==> config.mk <==
export PLATFORM = sky130hd
export DESIGN_NAME = rx_telecom_bus_input
export DESIGN_NICKNAME = d
export VERILOG_FILES = /design/src/rx_tbus_pkg.sv /design/src/rx_telecom_bus_input.sv /design/src/link_sync.sv /design/src/bus_parity_check.sv
export VERILOG_INCLUDE_DIRS = /design/src
export SDC_FILE = /design/constraint.sdc
export NUM_CORES = 1
export LEC_CHECK = 0
export ABC_AREA = 1
export BUFFER_PORTS_ARGS = -buffer_cell sky130_fd_sc_hd__buf_2
export CAP_MARGIN = 20
export CELL_PAD_IN_SITES_DETAIL_PLACEMENT = 1
export CELL_PAD_IN_SITES_GLOBAL_PLACEMENT = 1
export CORE_UTILIZATION = 43
export CTS_BUF_LIST = sky130_fd_sc_hd__clkbuf_8
export DETAILED_ROUTE_END_ITERATION = 16
export GPL_ROUTABILITY_DRIVEN = 0
export PLACE_DENSITY_LB_ADDON = 0.25
export SLEW_MARGIN = 30
export SYNTH_ARGS = -nofsm -noshare
export SYNTH_HDL_FRONTEND = slang
export SYNTH_SLANG_ARGS = --single-unit
export TNS_END_PERCENT = 20
==> constraint.sdc <==
create_clock -name clk_sys -period 3.4 [get_ports clk_sys]
set_clock_uncertainty 0.05 [all_clocks]
set_input_delay 0 -clock clk_sys [delete_from_list [all_inputs] [get_ports clk_sys]]
set_output_delay 0 -clock clk_sys [all_outputs]
set_load 0.1 [all_outputs]
==> src/rx_tbus_consts.svh <==
// Register map, field positions and reset values of the receive telecom bus input
`ifndef RX_TBUS_CONSTS_SVH
`define RX_TBUS_CONSTS_SVH

// ==========================================================================
// Register indexes (byte address is four times the index)
`define RX_TBUS_CTRL_IDX 10'h137
`define RX_TBUS_STATUS_IDX 10'h138
`define RX_TBUS_MASK_IDX 10'h139
`define RX_TBUS_AIS_IDX 10'h13A
`define RX_TBUS_BYTE_IDX 10'h13B
`define RX_TBUS_PERR_CNT_IDX 10'h13C

// ==========================================================================
// Control fields
`define RX_TBUS_CTRL_BUS_EN_BIT 0
`define RX_TBUS_CTRL_PAR_FULL_BIT 1
`define RX_TBUS_CTRL_PAR_ODD_BIT 2
`define RX_TBUS_CTRL_APS_EN_BIT 3
`define RX_TBUS_CTRL_AGGR_BIT 4
`define RX_TBUS_CTRL_WR_MASK 8'h1F

// ==========================================================================
// Status and mask fields
`define RX_TBUS_EV_PARITY_BIT 0
`define RX_TBUS_EV_AIS_BIT 1
`define RX_TBUS_EV_FRAME_BIT 2
`define RX_TBUS_EV_APS_REFUSED_BIT 3

// ==========================================================================
// Reset values and STS-1 count
`define RX_TBUS_CTRL_RESET 8'h00
`define RX_TBUS_STATUS_RESET 4'h0
`define RX_TBUS_MASK_RESET 4'h0
`define RX_TBUS_STS1_COUNT 2'h3

`endif

==> src/rx_tbus_pkg.sv <==
// Types shared by the receive telecom bus input
package rx_tbus_pkg;

	// ======================================================================
	// Link sample as seen at one falling edge of the bus clock
	typedef struct packed {
		logic [7:0] data;
		logic payload;
		logic marker;
		logic parity;
		logic alarm;
	} bus_sample_t;

	// ======================================================================
	// Control register layout
	typedef struct packed {
		logic [2:0] spare;
		logic aggregation;
		logic aps_enable;
		logic parity_odd;
		logic parity_full;
		logic bus_enable;
	} ctrl_t;

	// ======================================================================
	// Interleave alignment
	typedef enum logic [1:0] {
		ALIGN_HUNT = 2'b00,
		ALIGN_LOCKED = 2'b01
	} align_t;

endpackage

==> src/rx_telecom_bus_input.sv <==
// Receive telecom bus input: link sampling, parity, path alarm and APB registers
//
// Functional notes
// - Every bus input is sampled on the falling edge of the bus clock.
// - Marker pin meaning follows bus enable and payload APS enable.
// - Parity may cover the eight data bits only, even or odd.
// - Parity may also cover payload indicator and marker, even or odd.
// - Coverage and sense come from the bus control register.
// - Alarm high for a payload byte declares path AIS for that STS-1.
// - One byte is latched per falling edge from the 8-bit bus.
// - Payload APS role allowed only outside the aggregation role.
//
// Register access over APB is this design's own decision.
`timescale 1ns/1ps
`include "rx_tbus_consts.svh"
module rx_telecom_bus_input #(
	parameter int PERR_CNT_WIDTH = 16
) (
	input wire logic clk_sys,
	input wire logic rst,
	input wire logic psel,
	input wire logic penable,
	input wire logic pwrite,
	input wire logic [11:0] paddr,
	input wire logic [31:0] pwdata,
	output logic [31:0] prdata,
	output logic pready,
	output logic pslverr,
	input wire logic rx_bus_clock,
	input wire logic [7:0] rx_data_byte,
	input wire logic rx_payload_indicator,
	input wire logic rx_frame_phase_marker,
	input wire logic rx_bus_parity,
	input wire logic rx_alarm,
	output logic [7:0] byte_out,
	output logic byte_strobe,
	output logic byte_is_payload,
	output logic byte_phase_marker,
	output logic [1:0] byte_sts1_index,
	output logic [2:0] ais_defect,
	output logic aps_role_active,
	output logic irq
);

	// ======================================================================
	// Pin synchronisers
	// The clock pin is just another pin here; at 10 MHz against 19.44 MHz
	// edges are lost, so the bench runs the link clock at 800 ns.
	logic clk_level;
	rx_tbus_pkg::bus_sample_t pin_raw;
	rx_tbus_pkg::bus_sample_t sample;

	always_comb begin
		pin_raw.data = rx_data_byte;
		pin_raw.payload = rx_payload_indicator;
		pin_raw.marker = rx_frame_phase_marker;
		pin_raw.parity = rx_bus_parity;
		pin_raw.alarm = rx_alarm;
	end

	link_sync #(
		.WIDTH(1)
	) u_clk_sync (
		.clk_sys(clk_sys),
		.rst(rst),
		.raw(rx_bus_clock),
		.level(clk_level)
	);

	// Same latency as the clock path keeps data aligned to the edge
	link_sync #(
		.WIDTH($bits(rx_tbus_pkg::bus_sample_t))
	) u_pin_sync (
		.clk_sys(clk_sys),
		.rst(rst),
		.raw(pin_raw),
		.level(sample)
	);

	// ======================================================================
	// Control state
	rx_tbus_pkg::ctrl_t ctrl;
	rx_tbus_pkg::ctrl_t next_ctrl;
	rx_tbus_pkg::ctrl_t wr_ctrl;
	logic bus_active;
	logic parity_mismatch;

	// Marker is a phase marker only while the telecom bus role is live
	assign bus_active = ctrl.bus_enable & ~ctrl.aps_enable;

	bus_parity_check u_parity (
		.sample(sample),
		.parity_full(ctrl.parity_full),
		.parity_odd(ctrl.parity_odd),
		.mismatch(parity_mismatch)
	);

	// ======================================================================
	// Link capture and STS-1 interleave
	logic clk_level_d;
	logic clk_fall;
	rx_tbus_pkg::align_t align;
	rx_tbus_pkg::align_t next_align;
	logic [1:0] sts_idx;
	logic [1:0] next_sts_idx;
	logic [1:0] next_byte_sts1_index;
	logic [7:0] next_byte_out;
	logic next_byte_strobe;
	logic next_byte_is_payload;
	logic next_byte_phase_marker;
	logic [2:0] next_ais_defect;
	logic ev_parity;
	logic ev_frame;
	logic ev_ais;

	assign clk_fall = clk_level_d & ~clk_level;

	always_comb begin
		next_align = align;
		next_sts_idx = sts_idx;
		next_byte_out = byte_out;
		next_byte_strobe = 1'b0;
		next_byte_is_payload = byte_is_payload;
		next_byte_phase_marker = byte_phase_marker;
		next_byte_sts1_index = byte_sts1_index;
		next_ais_defect = ais_defect;
		ev_parity = 1'b0;
		ev_frame = 1'b0;
		ev_ais = 1'b0;
		if (!bus_active) begin
			// Defects are meaningless once the bus is off
			next_align = rx_tbus_pkg::ALIGN_HUNT;
			next_ais_defect = 3'h0;
		end else if (clk_fall) begin
			next_byte_out = sample.data;
			next_byte_strobe = 1'b1;
			next_byte_is_payload = sample.payload;
			next_byte_phase_marker = sample.marker;
			ev_parity = parity_mismatch;
			if (sample.marker && !sample.payload) begin
				// C1/J0 belongs to the first STS-1 and restarts the interleave
				next_align = rx_tbus_pkg::ALIGN_LOCKED;
				ev_frame = 1'b1;
				next_byte_sts1_index = 2'h0;
				next_sts_idx = 2'h1;
			end else if (align == rx_tbus_pkg::ALIGN_LOCKED) begin
				next_byte_sts1_index = sts_idx;
				if (sts_idx == `RX_TBUS_STS1_COUNT - 2'h1) begin
					next_sts_idx = 2'h0;
				end else begin
					next_sts_idx = sts_idx + 2'h1;
				end
				if (sample.payload) begin
					// Each payload byte refreshes its own STS-1 defect
					next_ais_defect[sts_idx] = sample.alarm;
					ev_ais = sample.alarm & ~ais_defect[sts_idx];
				end
			end
		end
	end

	always_ff @(posedge clk_sys) begin
		if (rst) begin
			clk_level_d <= 1'b0;
			align <= rx_tbus_pkg::ALIGN_HUNT;
			sts_idx <= 2'h0;
			byte_out <= 8'h00;
			byte_strobe <= 1'b0;
			byte_is_payload <= 1'b0;
			byte_phase_marker <= 1'b0;
			byte_sts1_index <= 2'h0;
			ais_defect <= 3'h0;
		end else begin
			clk_level_d <= clk_level;
			align <= next_align;
			sts_idx <= next_sts_idx;
			byte_out <= next_byte_out;
			byte_strobe <= next_byte_strobe;
			byte_is_payload <= next_byte_is_payload;
			byte_phase_marker <= next_byte_phase_marker;
			byte_sts1_index <= next_byte_sts1_index;
			ais_defect <= next_ais_defect;
		end
	end

	// ======================================================================
	// APB slave and registers
	logic [3:0] status;
	logic [3:0] next_status;
	logic [3:0] mask;
	logic [3:0] next_mask;
	logic [3:0] events;
	logic [3:0] w1c;
	logic [PERR_CNT_WIDTH-1:0] perr_cnt;
	logic [PERR_CNT_WIDTH-1:0] next_perr_cnt;
	logic [31:0] next_prdata;
	logic next_pready;
	logic next_pslverr;
	logic next_aps_role_active;
	logic next_irq;
	logic wr_take;
	logic addr_hit;
	logic ev_aps_refused;

	// A write takes effect only at the edge that completes the access
	assign wr_take = psel & penable & pready & pwrite;

	always_comb begin
		next_ctrl = ctrl;
		next_mask = mask;
		next_perr_cnt = perr_cnt;
		next_prdata = 32'h0000_0000;
		next_pslverr = 1'b0;
		addr_hit = 1'b1;
		w1c = 4'h0;
		ev_aps_refused = 1'b0;
		wr_ctrl = rx_tbus_pkg::ctrl_t'(pwdata[7:0] & `RX_TBUS_CTRL_WR_MASK);
		// One wait cycle, then the answer
		next_pready = psel & penable & ~pready;
		case (paddr[11:2])
			`RX_TBUS_CTRL_IDX: begin
				next_prdata = {24'h00_0000, ctrl};
			end
			`RX_TBUS_STATUS_IDX: begin
				next_prdata = {28'h000_0000, status};
			end
			`RX_TBUS_MASK_IDX: begin
				next_prdata = {28'h000_0000, mask};
			end
			`RX_TBUS_AIS_IDX: begin
				next_prdata = {28'h000_0000, 1'b0, ais_defect};
			end
			`RX_TBUS_BYTE_IDX: begin
				next_prdata = {16'h0000, 3'h0, align == rx_tbus_pkg::ALIGN_LOCKED,
					byte_sts1_index, byte_is_payload, byte_phase_marker, byte_out};
			end
			`RX_TBUS_PERR_CNT_IDX: begin
				next_prdata = 32'(perr_cnt);
			end
			default: begin
				addr_hit = 1'b0;
			end
		endcase
		if (next_pready && !addr_hit) begin
			next_pslverr = 1'b1;
		end
		// Data only in the answer cycle, so a stale decode never leaks out
		if (!next_pready || !addr_hit) begin
			next_prdata = 32'h0000_0000;
		end
		if (ev_parity && perr_cnt != '1) begin
			next_perr_cnt = perr_cnt + 1'b1;
		end
		if (wr_take && addr_hit) begin
			case (paddr[11:2])
				`RX_TBUS_CTRL_IDX: begin
					next_ctrl = wr_ctrl;
					if (wr_ctrl.aggregation && wr_ctrl.aps_enable) begin
						// Aggregation keeps the pins in telecom bus role
						next_ctrl.aps_enable = 1'b0;
						ev_aps_refused = 1'b1;
					end
				end
				`RX_TBUS_STATUS_IDX: begin
					w1c = pwdata[3:0];
				end
				`RX_TBUS_MASK_IDX: begin
					next_mask = pwdata[3:0];
				end
				`RX_TBUS_PERR_CNT_IDX: begin
					next_perr_cnt = '0;
				end
				default: begin
					next_mask = mask;
				end
			endcase
		end
		next_aps_role_active = next_ctrl.aps_enable;
	end

	// ======================================================================
	// Interrupt status
	always_comb begin
		events = 4'h0;
		events[`RX_TBUS_EV_PARITY_BIT] = ev_parity;
		events[`RX_TBUS_EV_AIS_BIT] = ev_ais;
		events[`RX_TBUS_EV_FRAME_BIT] = ev_frame;
		events[`RX_TBUS_EV_APS_REFUSED_BIT] = ev_aps_refused;
		// Set wins over a clear in the same cycle
		next_status = (status & ~w1c) | events;
		next_irq = |(next_status & next_mask);
	end

	always_ff @(posedge clk_sys) begin
		if (rst) begin
			ctrl <= `RX_TBUS_CTRL_RESET;
			status <= `RX_TBUS_STATUS_RESET;
			mask <= `RX_TBUS_MASK_RESET;
			perr_cnt <= '0;
			prdata <= 32'h0000_0000;
			pready <= 1'b0;
			pslverr <= 1'b0;
			aps_role_active <= 1'b0;
			irq <= 1'b0;
		end else begin
			ctrl <= next_ctrl;
			status <= next_status;
			mask <= next_mask;
			perr_cnt <= next_perr_cnt;
			prdata <= next_prdata;
			pready <= next_pready;
			pslverr <= next_pslverr;
			aps_role_active <= next_aps_role_active;
			irq <= next_irq;
		end
	end

endmodule

==> src/link_sync.sv <==
// Three-stage synchroniser with agreement filter for pin inputs
`timescale 1ns/1ps
module link_sync #(
	parameter int WIDTH = 1
) (
	input wire logic clk_sys,
	input wire logic rst,
	input wire logic [WIDTH-1:0] raw,
	output logic [WIDTH-1:0] level
);

	// ======================================================================
	// Stages
	logic [WIDTH-1:0] stage1;
	logic [WIDTH-1:0] stage2;
	logic [WIDTH-1:0] stage3;
	logic [WIDTH-1:0] next_level;

	// Level moves only while the last two stages agree
	always_comb begin
		next_level = (stage2 & stage3) | (level & (stage2 | stage3));
	end

	always_ff @(posedge clk_sys) begin
		if (rst) begin
			stage1 <= '0;
			stage2 <= '0;
			stage3 <= '0;
			level <= '0;
		end else begin
			stage1 <= raw;
			stage2 <= stage1;
			stage3 <= stage2;
			level <= next_level;
		end
	end

endmodule

==> src/bus_parity_check.sv <==
// Parity check of one telecom bus sample
`timescale 1ns/1ps
module bus_parity_check (
	input wire rx_tbus_pkg::bus_sample_t sample,
	input wire logic parity_full,
	input wire logic parity_odd,
	output logic mismatch
);

	// ======================================================================
	// Coverage and sense
	logic covered;

	always_comb begin
		covered = ^sample.data;
		if (parity_full) begin
			covered = covered ^ sample.payload ^ sample.marker;
		end
		// Even sense: all covered bits plus parity hold an even count of ones
		mismatch = covered ^ sample.parity ^ parity_odd;
	end

endmodule

==> flow_metrics.env, run 1 <==
export IMPL_path_clk_slew_ns=0.07
export IMPL_start_kind="flip-flop"
export IMPL_syn2layout_area_growth_pct=17.9
export IMPL_clock_sinks=120
export IMPL_fp_dieH_um=113
export IMPL_setup_viol_count_final=0
export IMPL_synth_edf_count=0
export IMPL_layout_drive_gt1_share_pct=15.5
export IMPL_vias=4966
export IMPL_finalHoldViolations=0
export IMPL_critPathArrivalTime_ns=2.52
export IMPL_finalSetupTns_ns=0
export IMPL_maxSlewViolCount=0
export IMPL_synth_distinct_cells=35
export IMPL_critPathCaptureType="flip-flop"
export IMPL_io_buffers=68
export IMPL_final_period_utilization_pct=65.8
export IMPL_synthFlopType="dfxtp_1"
export IMPL_syn_area_per_cell_um2=7.19
export IMPL_hold_class="input pin to flip-flop"
export IMPL_final_antenna_net_count=0
export IMPL_grt_pass1_wl_um=23900
export IMPL_synth_async_sr_flop_share_pct=0
export IMPL_viasPerCell=5.05
export IMPL_cts_tree="done"
export IMPL_ir_drop_mv=0.294
export IMPL_cp_required_ns=3.68
export IMPL_num_rows=40
export IMPL_tightest_slew_ns=0.623
export IMPL_yosysTopAreaCellShare_pct=45.4
export IMPL_synth_area_leader_cell="dfxtp_1"
export IMPL_r2r_cells=11
export IMPL_holdWs_ns=0.0265
export IMPL_diodes=0
export IMPL_grtUsageTotal_pct=24.2
export IMPL_htree_levels=4
export IMPL_crit_fanout=18
export IMPL_first_iter_violations=228
export IMPL_grt_ovfl_total=0
export IMPL_drt_wirelength_per_cell_um=14.6
export IMPL_start_util_pct=44.1
export IMPL_p_total_w=0.00281
export IMPL_nNetsFinal=887
export IMPL_p_leak_nw=2.79
export IMPL_dieArea_mm2=0.0128
export IMPL_path_class="flip-flop to flip-flop"
export IMPL_synth_area_top_cells="dfxtp_1, nand2_1, inv_1"
export IMPL_antenna_found_initial=0
export IMPL_fmax_mhz=447
export IMPL_rsz0062_at_grt="no"
export IMPL_drc=0
export IMPL_power_density_mw_per_mm2=451
export IMPL_dp_hpwl_um=10100
export IMPL_cts_buffer_depth=2
export IMPL_synth_area_mm2=0.00529
export IMPL_grt_max_degree=57
export IMPL_core_area_mm2=0.0120
export IMPL_grt_pass1_vias=5142
export IMPL_design_portCount=114
export IMPL_slew_limit_headroom_pct=58.3
export IMPL_synth_cells=736
export IMPL_hold_path_cell_count=5
export IMPL_min_period_ns=2.24
export IMPL_cts_resized_gates=0
export IMPL_synth_seq_area_share_pct=45.4
export IMPL_yosysWarnings=0
export IMPL_outcome="finished, final reports clean"
export IMPL_ctsRootBufferMaster="clkbuf_8"
export IMPL_fp_dieW_um=113
export IMPL_first_pass_iters=5
export IMPL_clk_latency_ns=0.46
export IMPL_drt_wl_total_um=14300
export IMPL_fillers=1559
export IMPL_cap_violations=0
export IMPL_synth_seq_cells=120
export IMPL_cts_buffers=17
==> cell families after synthesis <==
| family | Yosys count | synth area share [%] |
|---|---|---|
| XOR/XNOR | 15 | 2.84 |
| other | 1 | 0.0709 |
| AND/OR/NAND/NOR | 324 | 26.5 |
| adder cells (fa/ha/maj) | 1 | 0.236 |
| buffers and inverters | 156 | 12.9 |
| flip-flops | 120 | 45.4 |
| AO/OA/AOI/OAI | 119 | 12.0 |
==> sequential cells by signal (all words and copies together) (netlist names), 3 cells and up <==
register	cells
ais_defect	3
u_pin_sync.stage1	12
status	4
u_pin_sync.stage3	12
perr_cnt	16
mask	4
prdata	16
byte_out	8
u_pin_sync.stage2	12
u_pin_sync.level	12
ctrl	5
==> per-layer routing <==
layer | up-vias | GRT usage (%) | share of wire, %
met3 | 37 | 6.37 | 4.5
met4 | 0 | 12.2 | 3.2
met1 | 2361 | 26.5 | 41
li1 | 2450 | - | -
met5 | - | 0 | 0
met2 | 118 | 43.3 | 51
==> cells in the final DEF, fill, tap and decap left out, types with 3 or more instances in the layout <==
master         Yosys  layout
nor2_1           100      99
conb_1             1      16
dlygate4sd3_1      0      21
xor2_1            12      12
nand4_1           19      19
nor3_1             9       9
a22o_1             3       3
dfxtp_1          120     120
clkinv_4           1       5
a21oi_1           69      69
clkinv_2           0       4
buf_4             18       3
inv_1            114     116
nand3_1           23      23
nand2_2           12      12
buf_2              6      68
nand2_1          150     150
o21ai_0           38      38
clkbuf_8           0      19
nor2_2             3       4
inv_2              3       3
==> synth_stat cells, types with 3 or more instances <==
library cell	instances
buf_4	18
inv_1	114
nand2_2	12
nor2_1	100
nand2_1	150
nor3_1	9
a21oi_1	69
a22o_1	3
buf_2	6
nand3_1	23
xor2_1	12
nor2_2	3
nand4_1	19
dfxtp_1	120
clkbuf_1	11
o21ai_0	38
inv_2	3
==> report_power, final <==
| part | internal [W] | switching [W] |
|---|---|---|
| logic | 0.0000460 | 0.000141 |
| registers | 0.00142 | 0.00000857 |
| clock network | 0.000607 | 0.000584 |
==> per-stage QoR <==
| stage | cells | utilization (%) | area, µm² | setup slack [ns] |
|---|---|---|---|---|
| finish | 984 | 51.9 | 6240 | 1.16 |
| global route | 984 | 51.9 | 6240 | 0.922 |
| CTS | 984 | 51.9 | 6240 | 1.14 |
| detailed placement | 931 | 47.1 | 5660 | 1.14 |
| floorplan | 751 | - | 5350 | 1.35 |
| global placement | 931 | 47.1 | 5660 | 1.24 |
==> worst max-delay path, stage by stage (launching register included) <==
cell	delay, ns
dfxtp_1	0.45
inv_1	0.12
nand2_1	0.07
nand2_1	0.06
nand2_1	0.06
nand2_1	0.06
nand2_2	0.08
nand2_4	0.07
xor2_4	0.49
nand3_4	0.35
nand2_1	0.16
a21oi_1	0.07
==> area by class of cell <==
cell class | count | area, µm² | area share, %
Tap cell | 147 | 184 | 2.95
Clock buffer | 19 | 262 | 4.19
Sequential cell | 120 | 2400 | 38.5
Clock inverter | 13 | 108 | 1.72
Timing Repair Buffer | 92 | 573 | 9.18
Inverter | 118 | 448 | 7.18
Multi-Input combinational cell | 475 | 2260 | 36.3
==> worst paths after layout <==
| kind | startpoint | endpoint | slack (ns) |
|---|---|---|---|
| worst max-delay path | u_pin_sync.level[5] | perr_cnt[4] | 1.16 |
| worst min-delay path | paddr[5] | prdata[15] | 0.03 |
| worst max register to register | u_pin_sync.level[5] | perr_cnt[4] | 1.16 |
| worst min register to register | u_pin_sync.stage1[6] | u_pin_sync.stage2[6] | 0.35 |
==> repair_timing <==
item | 4_1_cts | 5_1_grt
setup buffers | 0 | 0
hold buffers | 21 | 0
endpoints found under the hold margin | 27 | 0
(Power assumes the default switching activity.)
==> inputs of run 2 (changes only) <==
ABC_AREA = 0   (was 1)
CORE_UTILIZATION = 41   (was 43)
clock period = 2.1 ns   (was 3.4 ns; I/O delays follow)
==> run 2 against run 1 <==
Compared with the run above:
- the flow now finishes with violations (negative setup slack)
- combinational power grew 63%
- cell count fell by 18%
- power rose by 69%
- sequential share of layout area down 0.64 points
- cell area increased by 3.0%
- via count decreased by 13%
- die area down 6.2%
- register-to-register slack got worse by 1.2 ns
- maximum frequency rose by 3.9%
- clock-buffer cell count unchanged
- clock power rose by 78%
- worst setup slack got worse by 1.2 ns
==> flow_metrics.env, run 2 <==
export IMPL_diodes=0
export IMPL_grt_pass1_wl_um=20900
export IMPL_layout_drive_gt1_share_pct=31.7
export IMPL_drt_wirelength_per_cell_um=17.9
export IMPL_yosysTopAreaCellShare_pct=50.8
export IMPL_path_class="flip-flop to flip-flop"
export IMPL_final_area_mm2=0.00643
export IMPL_hold_class="input pin to flip-flop"
export IMPL_synth_area_top_cells="dfxtp_1, a21oi_1, nor2b_1"
export IMPL_cap_violations=0
export IMPL_holdWs_ns=0.0691
export IMPL_yosysMostFrequentCell="dfxtp_1"
export IMPL_synth_area_mm2=0.00473
export IMPL_fillers=1283
export IMPL_tightest_slew_ns=0.624
export IMPL_first_iter_violations=213
export IMPL_crit_fanout=6
export IMPL_dieArea_mm2=0.0120
export IMPL_synthFlopType="dfxtp_1"
export IMPL_fp_dieH_um=109
export IMPL_drc=0
export IMPL_syn2layout_area_growth_pct=36.0
export IMPL_power_density_mw_per_mm2=738
export IMPL_synth_seq_area_share_pct=50.8
export IMPL_grtUsageTotal_pct=23.6
export IMPL_final_antenna_net_count=0
export IMPL_grt_met2_usage_pct=42.5
export IMPL_synth_top_family_by_area="simple AND/OR/NAND/NOR gates"
export IMPL_hold_path_cell_count=5
export IMPL_top_usage_layer="met2"
export IMPL_whs_endpoint="mask[0]"
export IMPL_syn_area_per_cell_um2=9.21
export IMPL_min_period_ns=2.15
export IMPL_synth_compound_area_share_pct=14.1
export IMPL_place_ws_ns=-0.0977
export IMPL_final_common_cell="dfxtp_1"
export IMPL_htree_levels=4
export IMPL_fp_dieW_um=109
export IMPL_setup_viol_count_final=7
export IMPL_grtUsageMet3_pct=5.16
export IMPL_start_kind="flip-flop"
export IMPL_cp_required_ns=2.39
export IMPL_grt_pass1_vias=4224
export IMPL_worst_slack_ns=-0.0548
export IMPL_cts_buffers=17
export IMPL_dp_hpwl_um=9110
export IMPL_synth_async_sr_flop_share_pct=0
export IMPL_slew_limit_headroom_pct=58.0
export IMPL_synthMuxAreaShare_pct=4.02
export IMPL_synth_edf_count=0
export IMPL_hp_start="paddr[11]"
export IMPL_viasPerCell=5.33
export IMPL_final_period_utilization_pct=103
export IMPL_clk_latency_ns=0.45
export IMPL_violations="negative setup slack"
export IMPL_critPathCaptureType="flip-flop"
export IMPL_cts_tree="done"
export IMPL_yosysWarnings=0
export IMPL_rsz0062_at_grt="yes"
export IMPL_synthAdderAreaFrac_pct=0.265
export IMPL_final_cell_mix="dfxtp_1, buf_2, buf_4"
export IMPL_vias=4315
export IMPL_synth_distinct_cells=54
export IMPL_outcome="complete, but fails checks"
export IMPL_synth_area_leader_cell="dfxtp_1"
export IMPL_first_pass_iters=5
export IMPL_cts_buffer_depth=2
export IMPL_num_rows=38
export IMPL_drt_wl_total_um=14400
export IMPL_r2r_start="perr_cnt[1]"
export IMPL_post_route_util_pct=58.3
export IMPL_fmax_mhz=464
export IMPL_yosys_area_share_simple_pct=23.5
export IMPL_regToRegSetupSlack_ns=-0.05
export IMPL_r2r_cells=10
export IMPL_maxSlewViolCount=0
export IMPL_ir_drop_mv=0.636
export IMPL_synth_xor_area_share_pct=2.36
export IMPL_synth_cells=513
export IMPL_ys_top_cells_by_count="dfxtp_1, a21oi_1, nor2_1"
export IMPL_p_leak_nw=2.52
export IMPL_met1_usage_pct=26.3
export IMPL_synth_seq_cells=120
export IMPL_critPathArrivalTime_ns=2.44
export IMPL_ctsRootBufferMaster="clkbuf_8"
export IMPL_r2r_end="perr_cnt[1]"
export IMPL_grt_max_degree=49
export IMPL_design_portCount=114
export IMPL_clock_sinks=120
export IMPL_grt_ovfl_total=0
export IMPL_placedInstanceArea_mm2=0.00544
export IMPL_start_util_pct=42.8
export IMPL_p_total_w=0.00474
export IMPL_antenna_found_initial=0
export IMPL_top_regs="perr_cnt (16), prdata (16)"
export IMPL_finalHoldViolations=0
export IMPL_path_clk_slew_ns=0.07
export IMPL_io_buffers=68
export IMPL_nNetsFinal=719
export IMPL_core_area_mm2=0.0110
run 2: worst max-delay path by stage:
stage,start,end,slack (ns),cells past startpoint
3_5_place_dp,u_pin_sync.level[8],perr_cnt[2],-0.1,8
5_1_grt,perr_cnt[1],perr_cnt[10],-0.14,8
2_1_floorplan,perr_cnt[0],perr_cnt[1],0.02,9
4_1_cts,u_pin_sync.level[1],perr_cnt[7],-0.02,7
6_report,perr_cnt[1],perr_cnt[1],-0.05,10
3_3_place_gp,u_pin_sync.level[6],perr_cnt[15],0.04,7
run 2: layout make-up:
cell class              count  area (µm²)  area share [%]
clock inverters            13         138            2.14
inverters                   4        15.0           0.234
well taps                 140         175            2.72
repair buffers            147        1000            15.6
flip-flops and latches    120        2430            37.9
multi-input cells         366        2410            37.4
clock buffers              19         262            4.07
run 2: logic make-up (layout without fill, tap and decap cells):
group	after synthesis	after routing
adder cells (fa/ha/maj)	1	1
buffers and inverters	42	183
other	1	16
flip-flops	120	120
XOR/XNOR	11	11
AO/OA/AOI/OAI	113	113
AND/OR/NAND/NOR	206	206
multiplexers	19	19
run 2: where the power goes:
part	internal, W	switching (W)
registers	0.00230	0.0000136
clock network	0.00121	0.000916
logic	0.0000856	0.000218
run 2: through the flow:
| step | setup TNS, ns | instances |
|---|---|---|
| CTS | -0.0507 | 804 |
| finish | -0.190 | 809 |
| detailed placement | -0.756 | 744 |
| global route | -1.25 | 809 |
| floorplan | 0 | 528 |
| global placement | 0 | 744 |
run 2: what timing repair did:
| action | CTS | global route |
|---|---|---|
| pin swaps | 3 | 19 |
| hold buffers | 22 | 0 |
| setup buffers | 5 | 5 |
| gates resized for setup | 18 | 48 |
| gates cloned | 1 | 0 |
| endpoints found under the setup margin | 11 | 16 |
| endpoints found under the hold margin | 33 | 0 |
run 2: routing by layer:
metal	wire length [µm]	share of wire (%)
met1	5800	40
met2	7720	53
met3	618	4.3
met4	310	2.1
met5	0	0
run 2: worst max-delay path: stages, from the launching register on:
cell and delay (ns):
dfxtp_2 0.37, ha_4 0.16, nand3_4 0.10, nor4b_4 0.29, buf_4 0.18, a211oi_2 0.05, mux2i_2 0.27, buf_4 0.22
buf_4 0.12, mux2i_1 0.18, nor2_1 0.06
